<file path="config.mk">
export PLATFORM = sky130hd
export DESIGN_NAME = tsp_trap_ctrl
export DESIGN_NICKNAME = d
export VERILOG_FILES = /design/src/hw/tsp_pkg.sv /design/src/hw/tsp_trap_ctrl.sv
export SDC_FILE = /design/constraint.sdc
export NUM_CORES = 1
export LEC_CHECK = 0
export ABC_AREA = 1
export BUFFER_PORTS_ARGS = -buffer_cell sky130_fd_sc_hd__buf_2
export CORE_MARGIN = 10
export CORE_UTILIZATION = 49
export CTS_CLUSTER_SIZE = 25
export DETAILED_ROUTE_END_ITERATION = 10
export GPL_TIMING_DRIVEN = 0
export PLACE_DENSITY = 0.83
export SYNTH_ARGS = -nofsm -noshare
export SYNTH_HDL_FRONTEND = slang
export SYNTH_SLANG_ARGS = --single-unit
</file>
<file path="constraint.sdc">
create_clock -name clk_sys -period 1.9 [get_ports clk_sys]
set_clock_uncertainty 0.15 [all_clocks]
set_input_delay 0.19 -clock clk_sys [delete_from_list [all_inputs] [get_ports clk_sys]]
set_output_delay 0.19 -clock clk_sys [all_outputs]
set_load 0.05 [all_outputs]
</file>
<file path="src/hw/tsp_pkg.sv">
/*
 * Package for the trap status and priority control block: register offsets,
 * bit positions, reset values and the event carrier struct.
 * Assumes a 32-bit classic Wishbone bus with byte addresses.
 */
package tsp_pkg;

  localparam logic [7:0] TSP_OFS_CORE_CTRL  = 8'h00;
  localparam logic [7:0] TSP_OFS_TRAP_CTRL  = 8'h04;
  localparam logic [7:0] TSP_OFS_CPU_STATUS = 8'h08;
  localparam logic [7:0] TSP_OFS_IRQ_STATUS = 8'h0c;
  localparam logic [7:0] TSP_OFS_IRQ_MASK   = 8'h10;

  // Trap control and status layout
  localparam int TSP_NESTING_DISABLE_BIT  = 15;
  localparam int TSP_OVA_FLAG    = 14;
  localparam int TSP_OVB_FLAG    = 13;
  localparam int TSP_COVA_FLAG   = 12;
  localparam int TSP_COVB_FLAG   = 11;
  localparam int TSP_OVA_EN      = 10;
  localparam int TSP_OVB_EN      = 9;
  localparam int TSP_COV_EN      = 8;
  localparam int TSP_SHIFT_FLAG  = 7;
  localparam int TSP_DIV0_FLAG   = 6;
  localparam int TSP_MATH_FLAG   = 4;
  localparam int TSP_ADDR_FLAG   = 3;
  localparam int TSP_STACK_FLAG  = 2;
  localparam int TSP_OSC_FLAG    = 1;

  // Sticky flags cleared by writing zero; enables plain read/write
  localparam logic [15:0] TSP_TRAP_FLAG_MASK = 16'h78de;
  localparam logic [15:0] TSP_TRAP_RW_MASK   = 16'h8700;
  localparam logic [15:0] TSP_TRAP_RESET     = 16'h0000;

  // Core control: priority MSB at bit 3
  localparam int          TSP_PRIO_MSB_BIT   = 3;
  localparam logic [15:0] TSP_CORE_RESET     = 16'h0000;

  // CPU status register field for the low priority bits
  localparam int TSP_PRIO_LOW_LSB = 5;
  localparam int TSP_PRIO_LOW_W   = 3;
  localparam logic [2:0] TSP_PRIO_LOW_RESET = 3'h0;
  localparam logic [3:0] TSP_PRIO_SEVEN     = 4'h7;

  // Interrupt status bits
  localparam int TSP_IRQ_W = 8;
  localparam int TSP_IRQ_OVA   = 0;
  localparam int TSP_IRQ_OVB   = 1;
  localparam int TSP_IRQ_COVA  = 2;
  localparam int TSP_IRQ_COVB  = 3;
  localparam int TSP_IRQ_SHIFT = 4;
  localparam int TSP_IRQ_DIV0  = 5;
  localparam int TSP_IRQ_ADDR  = 6;
  localparam int TSP_IRQ_STK   = 7;

  typedef struct packed {
    logic acc_a_overflow;
    logic acc_b_overflow;
    logic acc_a_catastrophic;
    logic acc_b_catastrophic;
    logic bad_shift;
    logic divide_zero;
    logic address_error;
    logic stack_error;
    logic osc_fail;
  } tsp_event_type;

  typedef struct packed {
    logic       user_irq_disable;
    logic       nesting_allowed;
    logic [3:0] cpu_priority;
  } tsp_prio_type;

endpackage : tsp_pkg

</file>
<file path="src/hw/tsp_trap_ctrl.sv">
/*
 * Trap status and priority control: trap flags, overflow trap enables,
 * nesting disable, CPU priority level and an event interrupt.
 * Assumes trap events are one-cycle pulses synchronous to clk_sys, and that
 * the exception sequencer raises the priority MSB when it takes a trap.
 */
// Contract
// RULE_01 - Priority MSB at core control bit 3 is one when priority exceeds 7.
// RULE_02 - CPU priority is MSB above the three low status-register bits.
// RULE_03 - Nesting disable bit 15 set forbids nesting; clear allows it.
// RULE_04 - Bit 14 flags accumulator A overflow trap, bit 13 accumulator B.
// RULE_05 - Bit 12 flags catastrophic A overflow, bit 11 catastrophic B.
// RULE_06 - Overflow traps for A and B need enables bit 10 and 9.
// RULE_07 - Catastrophic overflow trap needs enable bit 8.
// RULE_08 - Bit 7 set by math trap from invalid accumulator shift.
// RULE_09 - Bit 6 set by math trap from division by zero.
// RULE_10 - Bit 4 set on any math error trap.
// RULE_11 - Bit 3 set on address error trap.
// RULE_12 - Bit 2 set on stack error trap.
// RULE_13 - Bit 1 set on oscillator failure trap.
// RULE_14 - Bits 5 and 0 read zero and ignore writes.
// RULE_15 - Software can never set the priority MSB.
// RULE_16 - All user interrupts disabled while priority MSB is one.
// RULE_17 - Low priority bits read-only while nesting is disabled.
// RULE_18 - Trap flags stay set until software writes zero.
// RULE_19 - Priority MSB clearable by software, zero after reset.
`timescale 1ns/1ps
module tsp_trap_ctrl
  import tsp_pkg::*;
(
  input  wire logic          clk_sys,
  input  wire logic          arst_n,
  input  wire logic          clk_en,
  input  wire logic          wb_cyc_i,
  input  wire logic          wb_stb_i,
  input  wire logic          wb_we_i,
  input  wire logic [7:0]    wb_adr_i,
  input  wire logic [3:0]    wb_sel_i,
  input  wire logic [31:0]   wb_dat_i,
  output logic      [31:0]   wb_dat_o,
  output logic               wb_ack_o,
  output logic               wb_err_o,
  input  wire tsp_event_type trap_event,
  input  wire logic          trap_taken,
  output tsp_prio_type       prio_out,
  output logic               trap_pending,
  output logic               irq
);

  logic [15:0]          trap_reg;
  logic                 prio_msb_reg;
  logic [2:0]           prio_low_reg;
  logic [TSP_IRQ_W-1:0] irq_status_reg;
  logic [TSP_IRQ_W-1:0] irq_mask_reg;
  logic                 ack_reg;
  logic [31:0]          rdata_reg;
  logic                 err_reg;

  logic        req;
  logic        wr;
  logic        lo_lane;
  logic        hi_lane;
  logic        hit;
  logic [15:0] wmask;
  logic [15:0] trap_set;
  logic        ova_trap;
  logic        ovb_trap;
  logic        cova_trap;
  logic        covb_trap;
  logic        math_trap;
  logic [TSP_IRQ_W-1:0] irq_set;

  // One-wait-state slave: request taken while no ack is out
  assign req     = wb_cyc_i && wb_stb_i && !ack_reg && clk_en;
  assign wr      = req && wb_we_i;
  assign lo_lane = wb_sel_i[0];
  assign hi_lane = wb_sel_i[1];
  assign wmask   = {{8{hi_lane}}, {8{lo_lane}}};
  assign hit     = (wb_adr_i == TSP_OFS_CORE_CTRL) || (wb_adr_i == TSP_OFS_TRAP_CTRL) ||
                   (wb_adr_i == TSP_OFS_CPU_STATUS) || (wb_adr_i == TSP_OFS_IRQ_STATUS) ||
                   (wb_adr_i == TSP_OFS_IRQ_MASK);

  // Traps gated by their enables
  assign ova_trap  = trap_event.acc_a_overflow && trap_reg[TSP_OVA_EN];          // RULE_06
  assign ovb_trap  = trap_event.acc_b_overflow && trap_reg[TSP_OVB_EN];          // RULE_06
  assign cova_trap = trap_event.acc_a_catastrophic && trap_reg[TSP_COV_EN];      // RULE_07
  assign covb_trap = trap_event.acc_b_catastrophic && trap_reg[TSP_COV_EN];      // RULE_07
  assign math_trap = ova_trap || ovb_trap || cova_trap || covb_trap ||
                     trap_event.bad_shift || trap_event.divide_zero;             // RULE_10

  always_comb begin
    trap_set = 16'h0000;
    trap_set[TSP_OVA_FLAG]   = ova_trap;                                          // RULE_04
    trap_set[TSP_OVB_FLAG]   = ovb_trap;                                          // RULE_04
    trap_set[TSP_COVA_FLAG]  = cova_trap;                                         // RULE_05
    trap_set[TSP_COVB_FLAG]  = covb_trap;                                         // RULE_05
    trap_set[TSP_SHIFT_FLAG] = trap_event.bad_shift;                              // RULE_08
    trap_set[TSP_DIV0_FLAG]  = trap_event.divide_zero;                            // RULE_09
    trap_set[TSP_MATH_FLAG]  = math_trap;                                         // RULE_10
    trap_set[TSP_ADDR_FLAG]  = trap_event.address_error;                          // RULE_11
    trap_set[TSP_STACK_FLAG] = trap_event.stack_error;                            // RULE_12
    trap_set[TSP_OSC_FLAG]   = trap_event.osc_fail;                               // RULE_13
  end

  // Flags: a write of zero clears, a same-cycle event wins over the clear
  always_ff @(posedge clk_sys or negedge arst_n) begin
    if (!arst_n) begin
      trap_reg <= TSP_TRAP_RESET;
    end else if (clk_en) begin
      if (wr && wb_adr_i == TSP_OFS_TRAP_CTRL) begin
        trap_reg <= ((trap_reg & ~wmask) | (wb_dat_i[15:0] & wmask & TSP_TRAP_RW_MASK) |
                     (trap_reg & wmask & wb_dat_i[15:0] & TSP_TRAP_FLAG_MASK)
                     & (TSP_TRAP_RW_MASK | TSP_TRAP_FLAG_MASK))                    // RULE_14
                    | trap_set;                                                   // RULE_18
      end else begin
        trap_reg <= trap_reg | trap_set;                                          // RULE_18
      end
    end
  end

  // Priority MSB: sequencer sets it on trap entry; software may only clear it
  always_ff @(posedge clk_sys or negedge arst_n) begin
    if (!arst_n) begin
      prio_msb_reg <= 1'b0;                                                       // RULE_19
    end else if (clk_en) begin
      if (trap_taken) begin
        prio_msb_reg <= 1'b1;
      end else if (wr && lo_lane && wb_adr_i == TSP_OFS_CORE_CTRL &&
                   !wb_dat_i[TSP_PRIO_MSB_BIT]) begin
        prio_msb_reg <= 1'b0;                                                     // RULE_15
      end
    end
  end

  // Low priority bits writable only while nesting is enabled
  always_ff @(posedge clk_sys or negedge arst_n) begin
    if (!arst_n) begin
      prio_low_reg <= TSP_PRIO_LOW_RESET;
    end else if (clk_en) begin
      if (wr && lo_lane && wb_adr_i == TSP_OFS_CPU_STATUS && !trap_reg[TSP_NESTING_DISABLE_BIT]) begin
        prio_low_reg <= wb_dat_i[TSP_PRIO_LOW_LSB +: TSP_PRIO_LOW_W];             // RULE_17
      end
    end
  end

  always_comb begin
    irq_set = '0;
    irq_set[TSP_IRQ_OVA]   = ova_trap;
    irq_set[TSP_IRQ_OVB]   = ovb_trap;
    irq_set[TSP_IRQ_COVA]  = cova_trap;
    irq_set[TSP_IRQ_COVB]  = covb_trap;
    irq_set[TSP_IRQ_SHIFT] = trap_event.bad_shift;
    irq_set[TSP_IRQ_DIV0]  = trap_event.divide_zero;
    irq_set[TSP_IRQ_ADDR]  = trap_event.address_error;
    irq_set[TSP_IRQ_STK]   = trap_event.stack_error;
  end

  // Write-one-to-clear status; set wins over clear
  always_ff @(posedge clk_sys or negedge arst_n) begin
    if (!arst_n) begin
      irq_status_reg <= '0;
    end else if (clk_en) begin
      if (wr && lo_lane && wb_adr_i == TSP_OFS_IRQ_STATUS) begin
        irq_status_reg <= (irq_status_reg & ~wb_dat_i[TSP_IRQ_W-1:0]) | irq_set;
      end else begin
        irq_status_reg <= irq_status_reg | irq_set;
      end
    end
  end

  always_ff @(posedge clk_sys or negedge arst_n) begin
    if (!arst_n) begin
      irq_mask_reg <= '0;
    end else if (clk_en && wr && lo_lane && wb_adr_i == TSP_OFS_IRQ_MASK) begin
      irq_mask_reg <= wb_dat_i[TSP_IRQ_W-1:0];
    end
  end

  // Bus answer: ack or err one cycle after the request, read data registered
  always_ff @(posedge clk_sys or negedge arst_n) begin
    if (!arst_n) begin
      ack_reg   <= 1'b0;
      err_reg   <= 1'b0;
      rdata_reg <= 32'h0000_0000;
    end else if (clk_en) begin
      ack_reg   <= req && hit;
      err_reg   <= req && !hit;
      rdata_reg <= 32'h0000_0000;
      if (req && !wb_we_i) begin
        case (wb_adr_i)
          TSP_OFS_CORE_CTRL: begin
            rdata_reg[TSP_PRIO_MSB_BIT] <= prio_msb_reg;                          // RULE_01
          end
          TSP_OFS_TRAP_CTRL: begin
            rdata_reg[15:0] <= trap_reg & (TSP_TRAP_RW_MASK | TSP_TRAP_FLAG_MASK); // RULE_14
          end
          TSP_OFS_CPU_STATUS: begin
            rdata_reg[TSP_PRIO_LOW_LSB +: TSP_PRIO_LOW_W] <= prio_low_reg;
          end
          TSP_OFS_IRQ_STATUS: begin
            rdata_reg[TSP_IRQ_W-1:0] <= irq_status_reg;
          end
          TSP_OFS_IRQ_MASK: begin
            rdata_reg[TSP_IRQ_W-1:0] <= irq_mask_reg;
          end
          default: begin
            rdata_reg <= 32'h0000_0000;
          end
        endcase
      end
    end
  end

  assign wb_ack_o = ack_reg;
  assign wb_err_o = err_reg;
  assign wb_dat_o = rdata_reg;

  assign prio_out.cpu_priority     = {prio_msb_reg, prio_low_reg};               // RULE_02
  assign prio_out.user_irq_disable = prio_msb_reg;                                // RULE_16
  assign prio_out.nesting_allowed  = !trap_reg[TSP_NESTING_DISABLE_BIT];                   // RULE_03
  assign trap_pending = |(trap_reg & TSP_TRAP_FLAG_MASK);
  assign irq          = |(irq_status_reg & irq_mask_reg);

  // Checks
  msb_means_above7_a: assert property (@(posedge clk_sys) disable iff (!arst_n)
    prio_out.user_irq_disable == (prio_out.cpu_priority > TSP_PRIO_SEVEN))       // RULE_01
    else $error("priority msb disagrees with level");
  prio_concat_a: assert property (@(posedge clk_sys) disable iff (!arst_n)
    prio_out.cpu_priority[2:0] == prio_low_reg)                                  // RULE_02
    else $error("low priority bits wrong");
  nest_ctrl_a: assert property (@(posedge clk_sys) disable iff (!arst_n)
    prio_out.nesting_allowed != trap_reg[TSP_NESTING_DISABLE_BIT])                        // RULE_03
    else $error("nesting control wrong");
  ova_flag_set_a: assert property (@(posedge clk_sys) disable iff (!arst_n)
    clk_en && trap_event.acc_a_overflow && trap_reg[TSP_OVA_EN]
    |=> trap_reg[TSP_OVA_FLAG] && trap_reg[TSP_MATH_FLAG])                        // RULE_04
    else $error("overflow A flag not set");
  ova_disabled_a: assert property (@(posedge clk_sys) disable iff (!arst_n)
    clk_en && !trap_reg[TSP_OVA_EN] && !wr && !$past(trap_reg[TSP_OVA_FLAG])
    && !trap_reg[TSP_OVA_FLAG] |=> !trap_reg[TSP_OVA_FLAG])                       // RULE_06
    else $error("disabled overflow A trap flagged");
  cov_flag_a: assert property (@(posedge clk_sys) disable iff (!arst_n)
    clk_en && trap_event.acc_b_catastrophic && trap_reg[TSP_COV_EN]
    |=> trap_reg[TSP_COVB_FLAG])                                                  // RULE_07
    else $error("catastrophic B flag not set");
  div0_math_a: assert property (@(posedge clk_sys) disable iff (!arst_n)
    clk_en && trap_event.divide_zero |=> trap_reg[TSP_DIV0_FLAG] && trap_reg[TSP_MATH_FLAG]) // RULE_09
    else $error("divide flag not set");
  unimpl_zero_a: assert property (@(posedge clk_sys) disable iff (!arst_n)
    trap_reg[5] == 1'b0 && trap_reg[0] == 1'b0)                                  // RULE_14
    else $error("unimplemented bit set");
  flag_sticky_a: assert property (@(posedge clk_sys) disable iff (!arst_n)
    trap_reg[TSP_OSC_FLAG] && !(wr && wb_adr_i == TSP_OFS_TRAP_CTRL) |=> trap_reg[TSP_OSC_FLAG]) // RULE_18
    else $error("flag lost without write");
  msb_no_sw_set_a: assert property (@(posedge clk_sys) disable iff (!arst_n)
    !prio_msb_reg && !trap_taken |=> !prio_msb_reg)                               // RULE_15
    else $error("priority msb set without trap");
  low_locked_a: assert property (@(posedge clk_sys) disable iff (!arst_n)
    trap_reg[TSP_NESTING_DISABLE_BIT] |=> prio_low_reg == $past(prio_low_reg))             // RULE_17
    else $error("low priority changed while locked");
  bus_ack_a: assert property (@(posedge clk_sys) disable iff (!arst_n)
    req && hit |=> wb_ack_o ##1 !wb_ack_o)
    else $error("ack timing wrong");

  trap_seen_c: cover property (@(posedge clk_sys) disable iff (!arst_n) trap_taken ##1 prio_msb_reg);
  irq_fire_c:  cover property (@(posedge clk_sys) disable iff (!arst_n) $rose(irq));
  clear_race_c: cover property (@(posedge clk_sys) disable iff (!arst_n)
    wr && wb_adr_i == TSP_OFS_TRAP_CTRL && |trap_set);

endmodule // tsp_trap_ctrl

</file>
==> results.md, run 1 <==
- Synthesis produced 345 cells.
- The leakage power total is 0.001963 uW.
- The number of synthesis warnings is 0.
- The number of rows in the core area is 26.
- The netlist area before placement is between 2000 and 3000 sq um.
- In the final routed layout, each cell accounts on average for 14.30 um.
- The total power divided by cell area is 594.5 nW/um^2.
- Once detail routing completed, the nets flagged for antenna violations numbered 0.
- The maximum net fanout on the critical path is 3.
- Dividing the synthesized area by the synthesized cell count gives around 7.8 sq um.
- The register with the most flip-flops in the layout has 16 of them.
- VDD sags by at most 472.1 uV.
- approximately 100 I/O pins were placed.
- The number of slew-limit violations in the final report is 0.
- Summed over all failing endpoints, the final setup total negative slack is 0 ns.
- Data on the critical path arrives at its endpoint at ~1.5 ns.
- Setup violations remaining at the end of the flow were counted as 0.
- The worst hold path was traced through 4 stages.
- The cell area reported after detailed placement is 3154 sq um.
- The overall via count from detail_route is about 2600.
- Using the TritonRoute via totals, the vias-per-cell ratio works out to between 4 and 5.
- The CTS tree is yes.
- The fraction of final layout cells sized beyond drive strength 1 is 0.2533.
- Data on the critical path is required at its endpoint by around 1.6 ns.
- The final worst-path cycle share is 0.9566.
- The final layout contains around 510 nets.
- The fraction of power consumed by combinational cells is 0.140.
- The routed design could run at a clock period as short as around 1.8 ns.
- The clock buffer count from CTS is 5.
- Of the total power, the share spent switching nets is 0.2806.
- The run finished with clean final reports.
- Summed over all nets, the switching power comes to roughly 570 uW.
- The clock passes through at most 2 buffers.
- The global routing usage summed across all routing layers is 0.1762.
- The synthesized design contains 52 register bits.
- The fraction of power consumed by the clock network is 0.312.
- By startpoint and endpoint, the worst setup path is classified as reg -> out.
- The final weighted congestion of routability-driven global placement is 0.9634.
- The predominant post-synthesis flop cell is dfrtp_1.
- The count of flip-flops with a built-in enable after synthesis is 0.
- The die is around 94 um tall.
- The final hold violation count was 0.
- The first-pass GRT wire length is between 10000 and 15000 um.
- The fill cell instance count of the final layout is approximately 470.
- The floorplan step defined a die boundary enclosing about 9000 sq um.
- After routing the design area is roughly 3400 sq um.
- Relative to the synthesized area, the layout overhead comes to 28.53%.
- The maximum level of the CTS H-tree is 2.
- The worst pin sits at a relative slew slack of 0.2423.
- The number of antenna diodes in the final layout is 0.
- The share of synthesized flip-flops with an asynchronous set or reset is 1.000.
- The number of antenna violations at the first check in global routing is 0.
- The slew of the pin with the lowest slew margin is about 1.1 ns.
- The internal power of the cells totals about 1500 uW.
- The path class of the lowest-slack min-delay path is in -> reg.
- The share of total power dissipated in sequential elements is 0.548.
- Clock-pin slew was measured on the worst setup and hold paths at about 0.1 ns.
- The multi-input gate area in the final layout is roughly 1100 sq um.
- Derived from the worst setup path, the maximum achievable clock frequency is between 500 and 600 MHz.
- Port buffering added 67 buffers.
- The tool flagged a number of max-cap violations equal to 0.
- The routed design has 7494 um of wire.
- The detailed router's first-iteration violation count is 161.
- In this run the standard cell core region covers between 5000 and 6000 sq um.
- The sink count of the clock tree is between 50 and 60.
- The insertion delay of the later-clocked pin in the worst-skew pair is approximately 0.31 ns.
- The number of distinct library cell variants in the gate-level netlist after synthesis is 26.
- For the worst flop-to-flop path, the logic depth is 9.
- The sequential element share of the synthesized area is 0.4864.
- The estimated wirelength of the detail-placed design is about 5800 um.
- The cell chosen for the clock root is clkbuf_8.
- The kind of start point of the critical path is a register.
- The number of global-route vias before repair came to approximately 2600.
- The initial utilization of the core area, before any placement, comes to 0.5139.
- The first TritonRoute pass finished after 4 iterations.
- STA classifies the critical path endpoint as an output pin.
- The footprint of the flip-flops and latches is 1301 sq um.
- Setup repair after global routing left no endpoint under its margin.
- The pin count of the biggest net entering global routing is between 50 and 60.
- The remaining global-route overflow is 0.
- The overall die width is between 90 and 100 um.
- The DRC violations left is 0.
[path summary, 6_finish.rpt]
| path | start | endpoint | slack, ns |
|---|---|---|---|
| min in group asynchronous | arst_n | trap_reg[3] | 0.50 |
| hold / removal | wb_dat_i[2] | irq_status_reg[2] | 0.001 |
| setup reg to reg | wb_ack_o | irq_mask_reg[6] | 0.25 |
| max in group asynchronous | arst_n | wb_dat_o[6] | 0.41 |
| hold reg to reg | wb_dat_o[8] | wb_dat_o[8] | 0.33 |
| setup / recovery | trap_reg[7] | trap_pending | 0.08 |
[layout make-up]
class | count | area share
sequential | 52 | 0.3785
clock inverter | 3 | 0.005459
timing repair buffer | 86 | 0.1528
tap | 70 | 0.02547
clock buffer | 5 | 0.02001
buffer | 25 | 0.05204
inverter | 30 | 0.03421
multi-input combinational | 253 | 0.3315
[cell usage in the layout (no fill, tap or decap)]
master and instances:
nand2_1 140, buf_2 69, dfrtp_1 52, nand3_1 43, inv_1 26, o21ai_0 21, buf_4 20, dlygate4sd3_1 19
conb_1 16, nor2_1 9, o21ai_2 6, clkbuf_8 5, nand4_1 2, a221oi_1 2, nor2_2 2, nor2_4 2
clkinv_1 2, nand2_4 2, clkinv_4 2, o21ai_1 2, clkbuf_1 2, clkinv_2 2, nor4_1 1, nor4_2 1
nand4_2 1, a21oi_1 1, nand2_2 1, inv_2 1, buf_6 1, o211ai_1 1
[Yosys cell counts (6+ instances only)]
cell type / n / area (sq um)
buf_4: 20 / 150.1
dfrtp_1: 52 / 1301
inv_1: 26 / 97.59
nand2_1: 140 / 525.5
nand3_1: 43 / 215.2
nor2_1: 9 / 33.78
o21ai_0: 21 / 105.1
o21ai_2: 6 / 52.55
[worst max-delay path, cell delays in order (launching register included)]
cell and delay [ns]:
dfrtp_1 0.43, nor4_2 0.36, nand4_1 0.14, buf_2 0.23
[per-stage QoR]
stage	worst slack (ns)	total power [uW]	hold slack, ns	util	std cells
CTS	0.07739	2044	0.0002515	0.6606	524
global placement	0.2612	1390	0.2428	0.6060	497
global route	0.01122	2117	0.01793	0.6606	524
detailed placement	0.2463	1395	0.2462	0.6060	497
floorplan	0.2228	1300	-0.2556	-	360
finish	0.08242	2044	0.0009777	0.6606	524
[kinds of logic after synthesis]
kind of cell           count (synthesis)  synth area share
other                                  1          0.001402
buffers and inverters                 55            0.1108
and+or+nand+nor                      204            0.3274
AOI/OAI and AO/OA                     33           0.07390
DFF                                   52            0.4864
[layer usage]
metal	routed length, um	up-vias	GRT usage
met5	0	-	0
met4	167	0	0.06329
met3	535	12	0.04876
met2	3632	83	0.2961
met1	3158	1178	0.2098
li1	-	1283	-
[power by group through the flow]
stage          clock [uW]  sequential, uW  combinational (uW)
2_1_floorplan           0            1150                 151
3_3_place_gp            0            1140                 249
3_5_place_dp            0            1140                 253
4_1_cts               641            1120                 283
5_1_grt               684            1120                 312
6_report              638            1120                 286
[what timing repair did]
action,4_1_cts,5_1_grt
endpoints found under the hold margin,75,0
buffers inserted,0,0
resized for setup,1,0
setup endpoints to repair,1,0
hold buffers,19,0
(Power assumes the default switching activity.)
==> run 2: changes to the inputs <==
--- a/config.mk
+++ b/config.mk
@@ -12,6 +12,7 @@
 export CTS_CLUSTER_SIZE = 25
 export DETAILED_ROUTE_END_ITERATION = 10
 export GPL_TIMING_DRIVEN = 0
+export MAX_ROUTING_LAYER = met4
 export PLACE_DENSITY = 0.83
 export SYNTH_ARGS = -nofsm -noshare
 export SYNTH_HDL_FRONTEND = slang
==> run 2 against run 1 <==
  * Sequential share of layout area decreased by 0.77 points
  * Worst hold slack improved by 0.0027 ns
  * Global-route usage decreased by 0.23 points
  * Power increased by 19%
  * Via count unchanged
  * Critical path type unchanged
  * Largest cell class unchanged
==> results.md, run 2 (synthesized netlist as in run 1, its figures left out) <==
- The placeable core region came to 5205 sq um (unchanged).
- The setup total negative slack is 0 ns (unchanged).
- In the layout the commonest cells are nand2_1, buf_2, dfrtp_1.
- The setup path with the least slack is of type reg -> out.
- The setup fix buffers added after clock tree synthesis is 0 (unchanged).
- The signed area change from the synthesized netlist to the final layout is 31.20%.
- The insertion delay of the later-clocked pin in the worst-skew pair is 0.31 ns (about the same).
- The final worst-path cycle share was 0.9565 (about the same).
- The met3 routing resource usage after global routing came to 0.03997 (-0.008793).
- The detailed router's first-iteration violation count is 183 (+14%).
- The global routing usage summed across all routing layers is 0.1739 (-0.002287).
- The first-pass GRT wire length came to 11930 um (-4.9%).
- The DRC violations left is 0 (unchanged).
- The slew of the pin with the lowest slew margin was 1.123 ns (-0.01405 ns).
- The number of global-route vias before repair is 2540 (-3.8%).
- The data required time of the worst path was 1.56 ns (about the same).
- Setup repair after global routing left no endpoint under its margin.
- The full die area came to 8814 sq um (unchanged).
- The estimated wirelength of the detail-placed design is 5750 um (-0.64%).
- The critical register-to-register path endpoint is irq_mask_reg[6].
- TritonCTS built the clock tree.
- The number of slew-limit violations in the final report is 0 (unchanged).
- The final critical path time including I/O delays and setup is 1.817 ns (-0.0002457 ns).
- The overall die width is 93.89 um (unchanged).
- The effective utilization at floorplan came to 0.5139 (unchanged).
- The flow ran to the end, and the final reports show no timing, DRC or antenna violations.
- The kind of start point of the critical path is a register.
- The number of antenna violations at the first check in global routing was 0 (unchanged).
- The leakage power total is 0.001993 uW (+1.6%).
- The max capacitance violation total is 0 (unchanged).
- The total power divided by cell area is 692.1 nW/um^2 (+16%).
- The routed wire length per instance is 14.24 um (-0.43%).
- The number of cell instances on the worst register-to-register path came to 9 (unchanged).
- The maximum buffer depth of the clock tree came to 2 (unchanged).
- The fill cell instance count of the final layout is 451 (-4.7%).
- The remaining max-slew budget at the tightest pin came to 0.2517 (+0.009366).
- The smallest hold slack is 0.003629 ns (+0.002652 ns).
- The biggest cell delay along the critical path is 0.43 ns (about the same).
- The overall via count from detail_route is 2556 (unchanged).
- The final hold violation count came to 0 (unchanged).
- The number of nets with antenna violations after detailed routing is 0 (unchanged).
- The maximum level of the CTS H-tree is 2 (unchanged).
- The path class of the lowest-slack min-delay path is in -> reg.
- The number of cells traversed by the worst hold path is 3 (-1).
- The pin count of the biggest net entering global routing is 53 (unchanged).
- The total of buffers placed on input and output ports is 67 (unchanged).
- The remaining global-route overflow came to 0 (unchanged).
- Walking the worst path, the cells encountered are nor4_2 -> nand4_1 -> buf_2.
- The met1 routing resource usage after global routing is 0.2064 (-0.003361).
- The cell chosen for the clock root is clkbuf_8.
- The maximum net fanout on the critical path is 3 (unchanged).
- The final weighted congestion of routability-driven global placement came to 0.9745 (+1.2%).
- The final net count is 513 (unchanged).
- The height of the die is 93.89 um (unchanged).
- The clock buffer count from CTS is 5 (unchanged).
- The sink count of the clock tree was 52 (unchanged).
- The worst supply voltage drop on vdd is 404.5 uV (-14%).
- The post-detailed-routing wire length is 7462 um (-0.43%).
- The global-route track usage on met2 is 0.2800 (-0.01613).
- The busiest metal layer after global routing is met2.
- The largest delay contributor family on the critical path is simple AND/OR/NAND/NOR gates.
- The number of flip-flops in the largest register came to 16 (unchanged).
- The maximum operating frequency is 550.3 MHz (about the same).
- The total buffers and inverters traversed by the critical path is 1 (unchanged).
- On the critical path, the stage with the largest delay is an instance of dfrtp_1.
- The most common cell after layout, fill and taps aside is nand2_1.
- The critical path launch point is trap_reg[7].
- The ratio of routed vias to standard cells is 4.878 (unchanged).
- The fraction of final layout cells sized beyond drive strength 1 is 0.2533 (unchanged).
- The capture endpoint of the worst hold path is irq_status_reg[1].
- The number of setup violations in the final report is 0 (unchanged).
- The startpoint identified for the worst register-to-register timing path is wb_ack_o.
- The critical path arrival is 1.48 ns (about the same).
- The minimum setup slack among reg-to-reg paths is 0.22 ns (-0.03 ns).
- STA classifies the critical path endpoint as an output pin.
- The clock-pin slew on the worst setup and hold paths was 0.09 ns (about the same).
- The number of rows in the core area was 26 (unchanged).
- The number of antenna diodes is 0 (unchanged).
- In this run the most critical hold path is launched from trap_event[7].
- The utilization of the core after routing was 0.6743 (+0.01370).
- The first-pass iteration count of the detailed router is 5 (+1).
- The number of top-level pins is 102 (unchanged).
run 2: cell types whose count changed in the layout (fill, tap and decap cells not counted):
cell | previous run | this run
clkinv_4 | 2 | 1
bufinv_16 | 0 | 3
clkinv_2 | 2 | 0
run 2: cell type report:
class	count	area, sq um	share of cell area
buffer	25	178.9	0.05098
inverter	30	117.6	0.03351
clock buffer	5	68.82	0.01961
timing repair buffer	86	525.5	0.1497
clock inverter	3	90.09	0.02567
multi-input combinational	253	1140	0.3248
sequential	52	1301	0.3708
tap	70	87.58	0.02496
run 2: where the power goes:
part	switching (uW)	internal (uW)	total, uW
logic	186	98.6	285
clock network	366	658	1020
registers	6.37	1110	1120
run 2: worst max-delay path by stage:
stage | endpoint | slack [ns] | depth (start not counted)
2_1_floorplan | irq_mask_reg[6] | 0.22 | 9
3_3_place_gp | irq_status_reg[3] | 0.25 | 9
3_5_place_dp | trap_reg[4] | 0.23 | 8
4_1_cts | trap_pending | 0.08 | 3
5_1_grt | trap_pending | 0.007 | 3
6_report | trap_pending | 0.08 | 3
run 2: per-layer routing:
metal / vias up / share of wire
met5: - / 0
met4: 0 / 0.015
met3: 11 / 0.070
met2: 92 / 0.49
met1: 1171 / 0.43
li1: 1282 / -
run 2: worst min-delay path, stage by stage:
cell and delay [ns]:
buf_2 0.08, nand3_1 0.09, nand2_1 0.07
run 2: timing repair:
action                                  4_1_cts  5_1_grt
resized for setup                             1        0
hold buffers                                 19        0
hold endpoints to repair                     72        0
endpoints found under the setup margin        1        0
run 2: through the flow:
stage | setup slack, ns | total power, uW | std cells | cell area [sq um]
6_report | 0.08267 | 2429 | 524 | 3510
5_1_grt | 0.007338 | 2517 | 524 | 3510
4_1_cts | 0.08175 | 2432 | 524 | 3510
3_5_place_dp | 0.2309 | 1394 | 497 | 3154
3_3_place_gp | 0.2546 | 1391 | 497 | 3154
2_1_floorplan | 0.2228 | 1300 | 360 | 2731
==> run 3: changes to the inputs <==
--- a/config.mk
+++ b/config.mk
@@ -8,12 +8,12 @@
 export ABC_AREA = 1
 export BUFFER_PORTS_ARGS = -buffer_cell sky130_fd_sc_hd__buf_2
 export CORE_MARGIN = 10
-export CORE_UTILIZATION = 49
+export CORE_UTILIZATION = 50
 export CTS_CLUSTER_SIZE = 25
 export DETAILED_ROUTE_END_ITERATION = 10
 export GPL_TIMING_DRIVEN = 0
 export MAX_ROUTING_LAYER = met4
-export PLACE_DENSITY = 0.83
+export PLACE_DENSITY = 0.84
 export SYNTH_ARGS = -nofsm -noshare
 export SYNTH_HDL_FRONTEND = slang
 export SYNTH_SLANG_ARGS = --single-unit
==> constraint.sdc (replaced) <==
create_clock -name clk_sys -period 2.3 [get_ports clk_sys]
set_clock_uncertainty 0.15 [all_clocks]
set_input_delay 0.23 -clock clk_sys [delete_from_list [all_inputs] [get_ports clk_sys]]
set_output_delay 0.23 -clock clk_sys [all_outputs]
set_load 0.05 [all_outputs]
==> run 3 against run 2 <==
  * The flow now finishes with violations (hold timing)
  * Worst hold slack lost 0.031 ns
  * First-iteration DRC count up 23%
  * Setup slack better by 0.24 ns
  * Die area shrank 1.6%
==> results.md, run 3 (synthesized netlist as in run 1, its figures left out) <==
- The run finished, with violations left.
- The checks that failed: hold timing.
- The total length of routed met3 wires was 588 um (+12%).
- The cell chosen for the clock root is clkbuf_8.
- The clock-pin slew on the worst setup and hold paths is 0.09 ns (about the same).
- The slew of the pin with the lowest slew margin is 1.110 ns (-0.01281 ns).
- The final worst-path cycle share is 0.8601.
- The critical path arrival is 1.60 ns (+0.12 ns).
- The overall via count from detail_route was 2497 (-2.3%).
- The top layer used by detailed routing is met4.
- The biggest cell delay along the critical path is 0.47 ns (+0.04 ns).
- STA classifies the critical path startpoint as a register.
- The remaining global-route overflow is 0 (unchanged).
- The placeable core region is 5140 sq um (-1.2%).
- The post-detailed-routing wire length is 7380 um (-1.1%).
- The number of nets with antenna violations after detailed routing was 0 (unchanged).
- The routed length on met1 is 3165 um (-0.41%).
- The height of the die is 93.15 um (-0.79%).
- The critical path goes through nor4_1 -> nand4_1 -> buf_2.
- The maximum operating frequency is approximately 500 MHz.
- The switching power is 454.7 uW (-19%).
- The number of flip-flops in the largest register is 16 (unchanged).
- The insertion delay of the later-clocked pin in the worst-skew pair is 0.31 ns (about the same).
- The path class of the lowest-slack min-delay path is in -> async.
- The number of rows in the core area came to 26 (unchanged).
- The setup total negative slack was 0 ns (unchanged).
- The first-pass GRT wire length is 12160 um (+2.0%).
- The maximum level of the CTS H-tree is 2 (unchanged).
- The detailed router's first-iteration violation count is 225 (+23%).
- The utilization of the core after routing is 0.6509 (-0.02335).
- The number of setup violations in the final report is 0 (unchanged).
- The number of antenna violations at the first check in global routing came to 0 (unchanged).
- TritonCTS built the clock tree.
- The total of buffers placed on input and output ports came to 67 (unchanged).
- The sink count of the clock tree is 52 (unchanged).
- The switching share of power was 0.2565 (+0.02649).
- The final net count is 502 (-2.1%).
- The total power divided by cell area was 529.9 nW/um^2 (-23%).
- The overall die width is 93.15 um (-0.79%).
- The pin count of the biggest net entering global routing was 53 (unchanged).
- The leakage power total is 0.001925 uW (-3.4%).
- The fraction of power consumed by the clock network was 0.354 (-0.068).
- The number of top-level pins is 102 (unchanged).
- The estimated wirelength of the detail-placed design is 5958 um (+3.6%).
- The full die area is 8676 sq um (-1.6%).
- The global routing usage summed across all routing layers is 0.1781 (+0.004220).
- The maximum buffer depth of the clock tree is 2 (unchanged).
- The data required time of the worst path was 1.92 ns (+0.36 ns).
- In the layout the commonest cells are nand2_1, buf_2, dfrtp_1.
- The final hold violation count came to 41 (+41).
- The sum of met2 wire segment lengths after detailed routing is 3531 um (-3.1%).
- The clock buffer count from CTS is 5 (unchanged).
- The fraction of power consumed by combinational cells is 0.124 (+0.007).
- The signed area change from the synthesized netlist to the final layout is 25.07%.
- The effective utilization at floorplan is 0.5204 (+0.006506).
- The cell at the slowest stage of the critical path is nor4_1.
- The worst supply voltage drop on vdd was 393.7 uV (-2.7%).
- The number of slew-limit violations in the final report is 0 (unchanged).
- The ratio of routed vias to standard cells was 4.867 (-0.21%).
- The max capacitance violation total is 0 (unchanged).
- The internal cell power came to 1318 uW (-30%).
- The smallest hold slack came to -0.02706 ns (-0.03068 ns).
- The first-pass iteration count of the detailed router came to 4 (-1).
- The share of total power in sequential cells is 0.522 (+0.061).
- The remaining max-slew budget at the tightest pin is 0.2602 (+0.008541).
- The critical path class is reg -> out.
- The number of antenna diodes came to 0 (unchanged).
- The type of element capturing the critical path is an output pin.
- The clock period could shrink to 1.978 ns.
- The setup fix buffers added after clock tree synthesis is 0 (unchanged).
- Setup repair after global routing left no endpoint under its margin.
- The library cell used most frequently in the layout, excluding fill and tap cells, is nand2_1.
- The routed wire length per instance is 14.39 um (+1.0%).
- The number of global-route vias before repair is 2592 (+2.0%).
- The fraction of final layout cells sized beyond drive strength 1 was 0.2551 (+0.001775).
- The final weighted congestion of routability-driven global placement is 0.9586 (-1.6%).
- The maximum net fanout on the critical path is 3 (unchanged).
- The DRC violations left is 0 (unchanged).
[run 3: worst paths after layout]
kind,from,end,slack [ns],depth (start not counted)
worst min-delay path,arst_n,prio_msb_reg,-0.03,1
max in group asynchronous,arst_n,wb_dat_o[15],1.34,1
worst max register to register,wb_ack_o,irq_mask_reg[6],0.61,9
worst max-delay path,trap_reg[7],trap_pending,0.32,3
worst min register to register,wb_dat_o[6],wb_dat_o[6],0.33,2
min in group clk_sys,trap_event[1],trap_reg[2],0,3
[run 3: metrics by stage]
step	cell area, sq um	total power [uW]	setup slack [ns]	std cells	hold slack [ns]
6_report	3346	1773	0.3217	513	-0.02706
5_1_grt	3346	1851	0.2740	513	0.006851
4_1_cts	3346	1783	0.3502	513	0.0001689
3_5_place_dp	3154	1152	0.5310	497	0.2891
3_3_place_gp	3154	1148	0.6291	497	0.2843
2_1_floorplan	2731	1074	0.6228	360	-0.2156
[run 3: power by group through the flow]
stage | Sequential (uW) | Clock (uW) | Combinational [uW]
after detailed placement | 944 | 0 | 208
final | 925 | 628 | 220
after global routing | 926 | 684 | 241
after global placement | 943 | 0 | 205
after floorplan | 949 | 0 | 125
after CTS | 925 | 638 | 219
[run 3: timing repair]
item | 4_1_cts | 5_1_grt
endpoints found under the hold margin | 8 | 0
hold buffers | 8 | 0
resized for setup | 0 | 0
endpoints found under the setup margin | 0 | 0
[run 3: routing by layer]
metal	global-route usage	up-vias
li1	-	1262
met2	0.2897	92
met4	0.05398	0
met3	0.04556	10
met5	-	-
met1	0.2126	1133
[run 3: cell type report]
class | count | area [sq um]
inverter | 30 | 117.6
sequential | 52 | 1301
tap | 70 | 87.58
multi-input combinational | 253 | 1134
timing repair buffer | 75 | 415.4
clock inverter | 2 | 38.79
clock buffer | 6 | 72.57
fill | 476 | 1794
buffer | 25 | 178.9
[run 3: worst max-delay path, delay by kind of cell (launching register included)]
family	cells	cell delay (ns)
buffers and inverters	1	0.24
flip-flops	1	0.41
AND/OR/NAND/NOR	2	0.62
